### src/hw/flvic_regs.svh
// register offsets, field positions, reset values and timing counts
// assumes an 8-bit register address space on the plain register port
`ifndef FLVIC_REGS_SVH
`define FLVIC_REGS_SVH

`define FLVIC_OFS_IRQ_ENABLE 8'hA8
`define FLVIC_OFS_PRIO_LOW 8'hB8
`define FLVIC_OFS_PRIO_HIGH 8'hB7
`define FLVIC_OFS_TIMER_CTRL 8'h88
`define FLVIC_OFS_UART_CTRL 8'h98
`define FLVIC_OFS_SPI_STAT 8'hE1
`define FLVIC_OFS_PIN_FLAGS 8'hE2
`define FLVIC_OFS_CMP_CTRL 8'hE3
`define FLVIC_OFS_IN_SERVICE 8'hE4

`define FLVIC_RST_IRQ_ENABLE 8'h00
`define FLVIC_RST_PRIO 8'h00

`define FLVIC_BIT_GLOBAL_GATE 7
`define FLVIC_BIT_EXT_A_TYPE 0
`define FLVIC_BIT_EXT_A_FLAG 1
`define FLVIC_BIT_EXT_B_TYPE 2
`define FLVIC_BIT_EXT_B_FLAG 3
`define FLVIC_BIT_TIMER_A_OVF 5
`define FLVIC_BIT_TIMER_B_OVF 7
`define FLVIC_BIT_UART_RX 0
`define FLVIC_BIT_UART_TX 1
`define FLVIC_BIT_SPI_DONE 7
`define FLVIC_BIT_CMP_FLAG 4

`define FLVIC_VEC_RESET 16'h0000
`define FLVIC_VEC_BASE 16'h0003
`define FLVIC_VEC_STEP 16'h0008
`define FLVIC_CALL_CYCLES 4

`endif

### src/hw/flvic_pkg.sv
// types shared by the interrupt controller and its surroundings
// assumes flvic_regs.svh for all numeric constants
package flvic_pkg;

    // hardware call request handed to the instruction sequencer
    typedef struct packed {
        logic valid;
        logic [1:0] level;
        logic [15:0] vector;
    } flvic_call_type;

    typedef enum logic [1:0] {
        ST_POLL = 2'b01,
        ST_CALL = 2'b10
    } flvic_state_type;

endpackage

### src/hw/flvic_ctrl.sv
// four-level vectored interrupt controller with its request flags
// assumes a cpu sequencer giving last-cycle and return-from-irq marks
//
// Notes on behaviour
// reset at 0000H, sources from 0003H spaced eight bytes to 0033H
// each source has its own enable bit in irq_enable
// global gate bit 7 clear blocks all; set defers to source enables
// six sources pick one of four levels from low and high bits
// comparator always sits at the lowest level
// only a strictly higher level preempts; top level never preempted
// highest pending level wins; ties go to lower vector address
// each external input selects level or edge and sets its flag
// external flag cleared on vectoring only in edge mode
// timer overflow flags set on rollover, cleared on vectoring
// serial request ORs uart rx, uart tx and spi done; none cleared
// pin group request ORs eight pin flags; vectoring leaves them
// level pin sources must release before software clears the flag
// comparator request from its flag, never cleared on vectoring
// software writes to flags act like hardware set or clear
// spi done and pin flags: hardware sets, software only clears
// poll in last instruction cycle using previous cycle values
// no call if equal or higher in service, in return, or enable write
// blocked requests gone at unblock are dropped; every poll is new
// accepted request issues a four-cycle long call next
// single-irq latency above five and below thirteen cycles
// level is {high bit, low bit} at same position, bits 0 to 5
// in-service record per level, set on vectoring, cleared by return
`include "flvic_regs.svh"

module flvic_ctrl #(
    parameter int NUM_PIN_IRQ = 8
) (
    // clock and reset
    input wire logic clock,
    input wire logic rst_n,
    // register port
    input wire logic [7:0] reg_addr,
    input wire logic [7:0] reg_wdata,
    input wire logic reg_wr,
    input wire logic reg_rd,
    output logic [7:0] reg_rdata,
    // external interrupt pins, active low, asynchronous
    input wire logic ext_a_pin_n,
    input wire logic ext_b_pin_n,
    // peripheral set pulses, same clock
    input wire logic timer_a_overflow_set,
    input wire logic timer_b_overflow_set,
    input wire logic uart_rx_done_set,
    input wire logic uart_tx_done_set,
    input wire logic spi_done_set,
    input wire logic [NUM_PIN_IRQ-1:0] pin_irq_set,
    input wire logic comparator_set,
    // cpu sequencer
    input wire logic instr_last,
    input wire logic return_from_irq,
    output flvic_pkg::flvic_call_type long_call,
    output logic call_busy,
    output logic [3:0] in_service
);

    localparam int NSRC = 7;
    localparam int CMP_IDX = 6;

    // level of a source from its pair of priority bits
    function automatic logic [1:0] src_level(
        input logic [7:0] lo,
        input logic [7:0] hi,
        input int idx
    );
        logic [1:0] lvl;
        lvl = 2'b00;
        if (idx != CMP_IDX)
        begin
            lvl = {hi[idx], lo[idx]};
        end
        return lvl;
    endfunction

    // highest set level of a four-bit in-service record
    function automatic logic [1:0] top_level(input logic [3:0] rec);
        logic [1:0] lvl;
        lvl = 2'b00;
        for (int i = 0; i < 4; i++)
        begin
            if (rec[i])
            begin
                lvl = i[1:0];
            end
        end
        return lvl;
    endfunction

    // registers
    logic [7:0] irq_enable_r;
    logic [7:0] prio_low_r;
    logic [7:0] prio_high_r;
    logic ext_a_type_r;
    logic ext_b_type_r;
    logic ext_a_flag_r;
    logic ext_b_flag_r;
    logic timer_a_ovf_r;
    logic timer_b_ovf_r;
    logic uart_rx_r;
    logic uart_tx_r;
    logic spi_done_r;
    logic [NUM_PIN_IRQ-1:0] pin_flags_r;
    logic cmp_flag_r;
    logic [7:0] rdata_r;

    // pin synchronisers and edge history
    logic [1:0] ext_a_sync_r;
    logic [1:0] ext_b_sync_r;
    logic ext_a_prev_r;
    logic ext_b_prev_r;

    // polling and call sequencing
    logic [NSRC-1:0] req_prev_r;
    logic blk_access_r;
    logic [3:0] isr_r;
    flvic_pkg::flvic_state_type state_r;
    logic [2:0] call_cnt_r;
    flvic_pkg::flvic_call_type call_r;

    // register decode
    wire wr_enable = reg_wr && (reg_addr == `FLVIC_OFS_IRQ_ENABLE);
    wire wr_prio_lo = reg_wr && (reg_addr == `FLVIC_OFS_PRIO_LOW);
    wire wr_prio_hi = reg_wr && (reg_addr == `FLVIC_OFS_PRIO_HIGH);
    wire wr_timer_ctrl = reg_wr && (reg_addr == `FLVIC_OFS_TIMER_CTRL);
    wire wr_uart = reg_wr && (reg_addr == `FLVIC_OFS_UART_CTRL);
    wire wr_spi = reg_wr && (reg_addr == `FLVIC_OFS_SPI_STAT);
    wire wr_pin = reg_wr && (reg_addr == `FLVIC_OFS_PIN_FLAGS);
    wire wr_cmp = reg_wr && (reg_addr == `FLVIC_OFS_CMP_CTRL);
    wire wr_prio_any = wr_enable || wr_prio_lo || wr_prio_hi;

    // external pin levels after synchronising, active high request
    wire ext_a_low = ~ext_a_sync_r[1];
    wire ext_b_low = ~ext_b_sync_r[1];
    wire ext_a_fall = ext_a_prev_r && !ext_a_sync_r[1];
    wire ext_b_fall = ext_b_prev_r && !ext_b_sync_r[1];

    // pending requests gated by enables
    wire serial_req = uart_rx_r || uart_tx_r || spi_done_r;
    wire pin_group_req = |pin_flags_r;
    wire [NSRC-1:0] raw_req = {cmp_flag_r, pin_group_req, serial_req,
                               timer_b_ovf_r, ext_b_flag_r,
                               timer_a_ovf_r, ext_a_flag_r};
    wire global_gate = irq_enable_r[`FLVIC_BIT_GLOBAL_GATE];
    wire [NSRC-1:0] pend = raw_req & irq_enable_r[NSRC-1:0]
                           & {NSRC{global_gate}};

    // arbitration over the previous cycle's requests
    logic win_any;
    logic [2:0] win_idx;
    logic [1:0] win_lvl;
    always_comb
    begin
        win_any = 1'b0;
        win_idx = 3'd0;
        win_lvl = 2'b00;
        // ascending index, so a tie keeps the lower vector
        for (int i = 0; i < NSRC; i++)
        begin
            if (req_prev_r[i] && (!win_any ||
                src_level(prio_low_r, prio_high_r, i) > win_lvl))
            begin
                win_any = 1'b1;
                win_idx = i[2:0];
                win_lvl = src_level(prio_low_r, prio_high_r, i);
            end
        end
    end

    wire isr_any = |isr_r;
    wire [1:0] isr_top = top_level(isr_r);
    wire level_ok = !isr_any || (win_lvl > isr_top);
    wire instr_blocks = return_from_irq || blk_access_r
                        || wr_prio_any;
    // an unserviced request is not held anywhere, the next poll resamples
    wire accept = (state_r == flvic_pkg::ST_POLL) && instr_last
                  && win_any && level_ok && !instr_blocks;
    wire return_done = return_from_irq && instr_last;

    wire [15:0] win_vector = `FLVIC_VEC_BASE
        + 16'({win_idx, 3'b000});

    // hardware clears on vectoring
    wire clr_ext_a = accept && (win_idx == 3'd0) && ext_a_type_r;
    wire clr_timer_a = accept && (win_idx == 3'd1);
    wire clr_ext_b = accept && (win_idx == 3'd2) && ext_b_type_r;
    wire clr_timer_b = accept && (win_idx == 3'd3);

    // flag next values; a hardware set wins over any clear
    wire ext_a_edge_nxt = ext_a_fall ||
        (wr_timer_ctrl ? reg_wdata[`FLVIC_BIT_EXT_A_FLAG]
                       : ext_a_flag_r && !clr_ext_a);
    wire ext_b_edge_nxt = ext_b_fall ||
        (wr_timer_ctrl ? reg_wdata[`FLVIC_BIT_EXT_B_FLAG]
                       : ext_b_flag_r && !clr_ext_b);
    // type bit low selects level: flag tracks the pin
    wire ext_a_flag_nxt = ext_a_type_r ? ext_a_edge_nxt : ext_a_low;
    wire ext_b_flag_nxt = ext_b_type_r ? ext_b_edge_nxt : ext_b_low;
    wire timer_a_ovf_nxt = timer_a_overflow_set ||
        (wr_timer_ctrl ? reg_wdata[`FLVIC_BIT_TIMER_A_OVF]
                       : timer_a_ovf_r && !clr_timer_a);
    wire timer_b_ovf_nxt = timer_b_overflow_set ||
        (wr_timer_ctrl ? reg_wdata[`FLVIC_BIT_TIMER_B_OVF]
                       : timer_b_ovf_r && !clr_timer_b);
    wire uart_rx_nxt = uart_rx_done_set ||
        (wr_uart ? reg_wdata[`FLVIC_BIT_UART_RX] : uart_rx_r);
    wire uart_tx_nxt = uart_tx_done_set ||
        (wr_uart ? reg_wdata[`FLVIC_BIT_UART_TX] : uart_tx_r);
    wire spi_done_nxt = spi_done_set || (spi_done_r &&
        !(wr_spi && !reg_wdata[`FLVIC_BIT_SPI_DONE]));
    // a level source that keeps setting its flag defeats the clear
    wire [NUM_PIN_IRQ-1:0] pin_flags_nxt = pin_irq_set | (pin_flags_r &
        ~({NUM_PIN_IRQ{wr_pin}} & ~reg_wdata[NUM_PIN_IRQ-1:0]));
    wire cmp_flag_nxt = comparator_set ||
        (wr_cmp ? reg_wdata[`FLVIC_BIT_CMP_FLAG] : cmp_flag_r);

    // read mux
    wire [7:0] timer_ctrl_view = {timer_b_ovf_r, 1'b0, timer_a_ovf_r, 1'b0,
                            ext_b_flag_r, ext_b_type_r,
                            ext_a_flag_r, ext_a_type_r};
    logic [7:0] rdata_nxt;
    always_comb
    begin
        rdata_nxt = 8'h00;
        case (reg_addr)
            `FLVIC_OFS_IRQ_ENABLE: rdata_nxt = irq_enable_r;
            `FLVIC_OFS_PRIO_LOW: rdata_nxt = {2'b00, prio_low_r[5:0]};
            `FLVIC_OFS_PRIO_HIGH: rdata_nxt = {2'b00, prio_high_r[5:0]};
            `FLVIC_OFS_TIMER_CTRL: rdata_nxt = timer_ctrl_view;
            `FLVIC_OFS_UART_CTRL: rdata_nxt = {6'h00, uart_tx_r, uart_rx_r};
            `FLVIC_OFS_SPI_STAT: rdata_nxt = {spi_done_r, 7'h00};
            `FLVIC_OFS_PIN_FLAGS: rdata_nxt = 8'(pin_flags_r);
            `FLVIC_OFS_CMP_CTRL: rdata_nxt = {3'b000, cmp_flag_r, 4'h0};
            `FLVIC_OFS_IN_SERVICE: rdata_nxt = {4'h0, isr_r};
            default: rdata_nxt = 8'h00;
        endcase
    end

    // in-service record
    logic [3:0] isr_nxt;
    always_comb
    begin
        isr_nxt = isr_r;
        if (return_done && isr_any)
        begin
            isr_nxt[isr_top] = 1'b0;
        end
        if (accept)
        begin
            isr_nxt[win_lvl] = 1'b1;
        end
    end

    // call sequencer: four cycles of long call after acceptance
    flvic_pkg::flvic_state_type state_nxt;
    logic [2:0] call_cnt_nxt;
    always_comb
    begin
        state_nxt = state_r;
        call_cnt_nxt = call_cnt_r;
        case (state_r)
            flvic_pkg::ST_POLL:
            begin
                if (accept)
                begin
                    state_nxt = flvic_pkg::ST_CALL;
                    call_cnt_nxt = 3'(`FLVIC_CALL_CYCLES - 1);
                end
            end
            flvic_pkg::ST_CALL:
            begin
                if (call_cnt_r == 3'd0)
                begin
                    state_nxt = flvic_pkg::ST_POLL;
                end
                else
                begin
                    call_cnt_nxt = call_cnt_r - 3'd1;
                end
            end
            default:
            begin
                state_nxt = flvic_pkg::ST_POLL;
                call_cnt_nxt = 3'd0;
            end
        endcase
    end

    flvic_pkg::flvic_call_type call_nxt;
    assign call_nxt = '{valid: accept, level: win_lvl,
                        vector: accept ? win_vector : call_r.vector};

    always_ff @(posedge clock)
    begin
        ext_a_sync_r <= {ext_a_sync_r[0], ext_a_pin_n};
        ext_b_sync_r <= {ext_b_sync_r[0], ext_b_pin_n};
    end

    always_ff @(posedge clock)
    begin
        if (!rst_n)
        begin
            // idle pin level, so no false edge follows reset
            ext_a_prev_r <= 1'b1;
            ext_b_prev_r <= 1'b1;
        end
        else
        begin
            // prev high and now low marks a falling pin
            ext_a_prev_r <= ext_a_sync_r[1];
            ext_b_prev_r <= ext_b_sync_r[1];
        end
    end

    always_ff @(posedge clock)
    begin
        if (!rst_n)
        begin
            irq_enable_r <= `FLVIC_RST_IRQ_ENABLE;
            prio_low_r <= `FLVIC_RST_PRIO;
            prio_high_r <= `FLVIC_RST_PRIO;
            ext_a_type_r <= 1'b0;
            ext_b_type_r <= 1'b0;
        end
        else
        begin
            if (wr_enable)
                irq_enable_r <= reg_wdata;
            if (wr_prio_lo)
                prio_low_r <= reg_wdata;
            if (wr_prio_hi)
                prio_high_r <= reg_wdata;
            if (wr_timer_ctrl)
            begin
                ext_a_type_r <= reg_wdata[`FLVIC_BIT_EXT_A_TYPE];
                ext_b_type_r <= reg_wdata[`FLVIC_BIT_EXT_B_TYPE];
            end
        end
    end

    always_ff @(posedge clock)
    begin
        if (!rst_n)
        begin
            ext_a_flag_r <= 1'b0;
            ext_b_flag_r <= 1'b0;
            timer_a_ovf_r <= 1'b0;
            timer_b_ovf_r <= 1'b0;
            uart_rx_r <= 1'b0;
            uart_tx_r <= 1'b0;
            spi_done_r <= 1'b0;
            pin_flags_r <= '0;
            cmp_flag_r <= 1'b0;
        end
        else
        begin
            ext_a_flag_r <= ext_a_flag_nxt;
            ext_b_flag_r <= ext_b_flag_nxt;
            timer_a_ovf_r <= timer_a_ovf_nxt;
            timer_b_ovf_r <= timer_b_ovf_nxt;
            uart_rx_r <= uart_rx_nxt;
            uart_tx_r <= uart_tx_nxt;
            spi_done_r <= spi_done_nxt;
            pin_flags_r <= pin_flags_nxt;
            cmp_flag_r <= cmp_flag_nxt;
        end
    end

    always_ff @(posedge clock)
    begin
        if (!rst_n)
        begin
            req_prev_r <= '0;
            blk_access_r <= 1'b0;
            isr_r <= 4'h0;
            state_r <= flvic_pkg::ST_POLL;
            call_cnt_r <= 3'd0;
            call_r <= '{valid: 1'b0, level: 2'b00,
                        vector: `FLVIC_VEC_RESET};
            rdata_r <= 8'h00;
        end
        else
        begin
            req_prev_r <= pend;
            // an enable or priority write blocks until its instruction ends
            blk_access_r <= !instr_last && (blk_access_r || wr_prio_any);
            isr_r <= isr_nxt;
            state_r <= state_nxt;
            call_cnt_r <= call_cnt_nxt;
            call_r <= call_nxt;
            if (reg_rd)
                rdata_r <= rdata_nxt;
        end
    end

    assign reg_rdata = rdata_r;
    assign long_call = call_r;
    assign call_busy = (state_r == flvic_pkg::ST_CALL);
    assign in_service = isr_r;

endmodule

### config.mk
export PLATFORM = sky130hd
export DESIGN_NAME = flvic_ctrl
export DESIGN_NICKNAME = d
export VERILOG_FILES = /design/src/hw/flvic_pkg.sv /design/src/hw/flvic_ctrl.sv
export VERILOG_INCLUDE_DIRS = /design/src /design/src/hw
export SDC_FILE = /design/constraint.sdc
export NUM_CORES = 1
export LEC_CHECK = 0
export BUFFER_PORTS_ARGS = -buffer_cell sky130_fd_sc_hd__buf_4
export CAP_MARGIN = 20
export CORE_MARGIN = 2
export CORE_UTILIZATION = 29
export DETAILED_ROUTE_END_ITERATION = 12
export PLACE_DENSITY = 0.47
export SYNTH_ARGS = -nofsm -noshare
export SYNTH_HDL_FRONTEND = slang
export SYNTH_SLANG_ARGS = --single-unit
### constraint.sdc
create_clock -name clock -period 10.3 [get_ports clock]
set_input_delay 2.575 -clock clock [delete_from_list [all_inputs] [get_ports clock]]
set_output_delay 2.575 -clock clock [all_outputs]
set_load 0.05 [all_outputs]
==> flow_metrics.tcl <==
set metrics [dict create \
    run_status "finished clean" \
    finish.utilization_pct 35.38 \
    initial_utilization_pct 29.60 \
    cp-startpoint "req_prev_r[0]" \
    grt_remaining_overflow 0 \
    htreeDepth 3 \
    cell_count_of_the_worst_reg_to_reg_path 38 \
    vdd_drop_max_uv 90.72 \
    leakagePower_nw 2.050 \
    powerDensity_nw_per_um2 133.6 \
    layout-drive-gt1-share_pct 17.20 \
    hp-start "ext_b_sync_r[0]" \
    global_route.usage.total_pct 15.89 \
    num_antenna_cells 0 \
    route.vias.total 3425 \
    timing.fmax_mhz 108.3 \
    maxCapViolCount 0 \
    maxSlewViolCount 0 \
    remaining_drc_errors 0 \
    clock_latency_ps 330 \
    largest_stage_delay_worst_path_ps 620 \
    crit-reg2reg-launch "req_prev_r[0]" \
    worstMarginPinSlew_ps 881.0 \
    die_width_um 122.8 \
    die_area_um2 15080 \
    finalHoldViolations 0 \
    setup_viol 0 \
    post_cts_buffers 0 \
    synthCells 448 \
    synth-edff-count 0 \
    areaGrowthSynthToFinish_pct 19.54 \
    netlist_top_cells_area "sky130_fd_sc_hd__dfxtp_1 (37%), sky130_fd_sc_hd__mux2i_1 (6.8%), sky130_fd_sc_hd__nor2b_1 (5.8%), sky130_fd_sc_hd__o21a_1 (5.1%), sky130_fd_sc_hd__ha_1 (4.9%)" \
    drt-total-wl_mm 11.45 \
    clock_sinks 76 \
    yosysWarnings 0 \
    final_cell_count_no_fill 680 \
    grt_antenna_before_repair 0 \
    grt_first_pass_wirelength_mm 18.37 \
    port-buffer-count 58 \
    detailedRoute.firstPassIterationCount 4 \
    root_buffer "sky130_fd_sc_hd__clkbuf_16" \
    dpl.cell_count 666 \
    clock-skew-final_ps 4.888 \
    hp-class "reg -> reg" \
    most_prevalent_standard_cell_on_the_critical_path "sky130_fd_sc_hd__ha_1" \
    drt-wirelength-per-cell_um 16.83 \
    syn_avg_cell_area_um2 9.135 \
    fp.coreArea_um2 13830 \
    regToRegEndpoint "call_cnt_r[1]" \
    fin_setup_tns_ps 0 \
    crit_path_top_delay_cell "sky130_fd_sc_hd__nor4_4" \
    synth.cells.most_frequent "sky130_fd_sc_hd__dfxtp_1 (76), sky130_fd_sc_hd__nor2b_1 (38), sky130_fd_sc_hd__mux2i_1 (28), sky130_fd_sc_hd__o21a_1 (28), sky130_fd_sc_hd__inv_1 (27)" \
    worstSetupEndpoint "call_cnt_r[1]" \
    via_count_of_the_first_global_routing_pass 3343 \
    final_worst_setup_slack_ps 1064 \
    numCtsBuffers 9 \
    critical_path_peak_fanout 14 \
    worst_rel_slew_slack_pct 40.81 \
    detail_route.iter0.violations 217 \
    clkTransAtPathRegs_ps 60 \
    crit_path_end_kind "flop" \
    cp_data_arrival_time_ps 9500 \
    max-clock-path-buffers 2 \
    place_worst_setup_slack_ps 1190 \
    yosysUniqueCellTypes 63 \
    synthMostInstantiatedCell "sky130_fd_sc_hd__dfxtp_1" \
    synth_top_area_share_pct 37.18 \
    synthDominantAreaCellType "sky130_fd_sc_hd__dfxtp_1" \
    share_of_synthesized_flip_flops_with_an_asynchronous_set_or_reset_pct 0 \
    final_net_count 551 \
    post_drt_via_cell_ratio 5.037 \
    place_congestion 0.8381 \
    netlist_area_um2 4093 \
    die-height_um 122.8 \
    cts_resized 0 \
    grt_max_degree 67 \
    critical_path_class "reg -> reg" \
    cts_tree "yes" \
    reg2reg_setup_slack_ps 1060 \
    worst_setup_path_start_kind "flop" \
    ys_ff_latch 76 \
    layout_worst_path_cycle_share_pct 89.67 \
    cts-hold-fix-buffers 0 \
    route.antenna.remaining_nets 0 \
    ys_dominant_reg_cell "sky130_fd_sc_hd__dfxtp_1" \
    worstPathRequired_ps 10560 \
    yosysSeqAreaShare_pct 37.18 \
    final_period_minus_worst_setup_slack_ps 9236 \
    place_hpwl_mm 8.570 \
    floorplan.io_pins 70 \
    grt_setup_unrepaired "false" \
    fp-row-count 43 \
]
## layout by cell type, fill, tap and decap left out, types with 8 or more instances in the layout
cell type / count
sky130_fd_sc_hd__ha_1: 16
sky130_fd_sc_hd__conb_1: 11
sky130_fd_sc_hd__nor2_1: 21
sky130_fd_sc_hd__inv_1: 27
sky130_fd_sc_hd__nor2b_1: 38
sky130_fd_sc_hd__buf_4: 58
sky130_fd_sc_hd__dfxtp_1: 76
sky130_fd_sc_hd__clkbuf_16: 9
sky130_fd_sc_hd__and2_1: 11
sky130_fd_sc_hd__nand3_1: 8
sky130_fd_sc_hd__o21a_1: 28
sky130_fd_sc_hd__o21ai_0: 9
sky130_fd_sc_hd__nand2_1: 25
sky130_fd_sc_hd__mux2i_1: 28
sky130_fd_sc_hd__a21oi_1: 20
## worst max-delay path, delay by kind of cell (launching register included)
family,cells,cell delay [ps]
AO/OA/AOI/OAI,17,3940
AND/OR/NAND/NOR,12,2490
flip-flops,1,430
adder cells (fa/ha/maj),6,1730
buffers and inverters,2,120
multiplexers,1,440
## sequential cells by signal, indices dropped and copies added (netlist names), 2 cells and up
| signal | flops |
|---|---|
| long_call | 7 |
| state_r | 2 |
| ext_a_sync_r | 2 |
| call_cnt_r | 3 |
| pin_flags_r | 8 |
| prio_high_r | 6 |
| in_service | 4 |
| irq_enable_r | 8 |
| reg_rdata | 8 |
| ext_b_sync_r | 2 |
| prio_low_r | 6 |
| req_prev_r | 7 |
## how the worst min path moves through the flow
stage                 endpoint  slack [ps]  cells past startpoint
3_5_place_dp   ext_b_sync_r[1]         320                      0
4_1_cts        ext_b_sync_r[1]         330                      0
2_1_floorplan  ext_a_sync_r[1]         310                      0
6_report       ext_b_sync_r[1]         330                      0
3_3_place_gp   ext_a_sync_r[1]         310                      0
5_1_grt        ext_b_sync_r[1]         330                      0
## kinds of logic (layout without fill, tap and decap cells)
logic type / after synthesis / after routing / synth area share, %
fa+ha+maj: 16 / 16 / 4.891
xor+xnor: 1 / 1 / 0.2140
simple gates: 146 / 146 / 20.79
compound gates: 115 / 115 / 20.85
mux: 36 / 36 / 9.324
buf+inv: 57 / 99 / 6.665
other cells: 1 / 11 / 0.09163
flops: 76 / 76 / 37.18
## power by group
part           leakage (nW)  switching (mW)  internal, mW
clock network         0.135           0.117         0.184
registers             0.619         0.00459         0.300
logic                  1.30          0.0277        0.0200
## stage by stage
step                power (mW)  cell area, µm²  hold slack (ps)
detailed placement      0.3589            4619            315.3
global route            0.6773            4892            333.6
finish                  0.6534            4892            326.6
floorplan               0.3412            4130            309.6
global placement        0.3590            4619            310.1
CTS                     0.6612            4892            328.5
## layer usage
metal | up-vias | GRT usage, % | part of all wire, %
met1 | 1637 | 21.84 | 47
met5 | - | 0 | 0
li1 | 1680 | - | -
met4 | 0 | 5.603 | 1.9
met3 | 18 | 2.602 | 4.6
met2 | 90 | 25.07 | 46
## layout make-up
cell class / instances / area, µm²
multi-input combinational: 325 / 2336
fill: 1407 / 8935
sequential: 76 / 1521
clock buffer: 11 / 232.7
inverter: 27 / 101.3
tap: 180 / 225.2
timing repair buffer: 58 / 435.4
clock inverter: 3 / 40.04
Power figures use the tool's default switching activity.
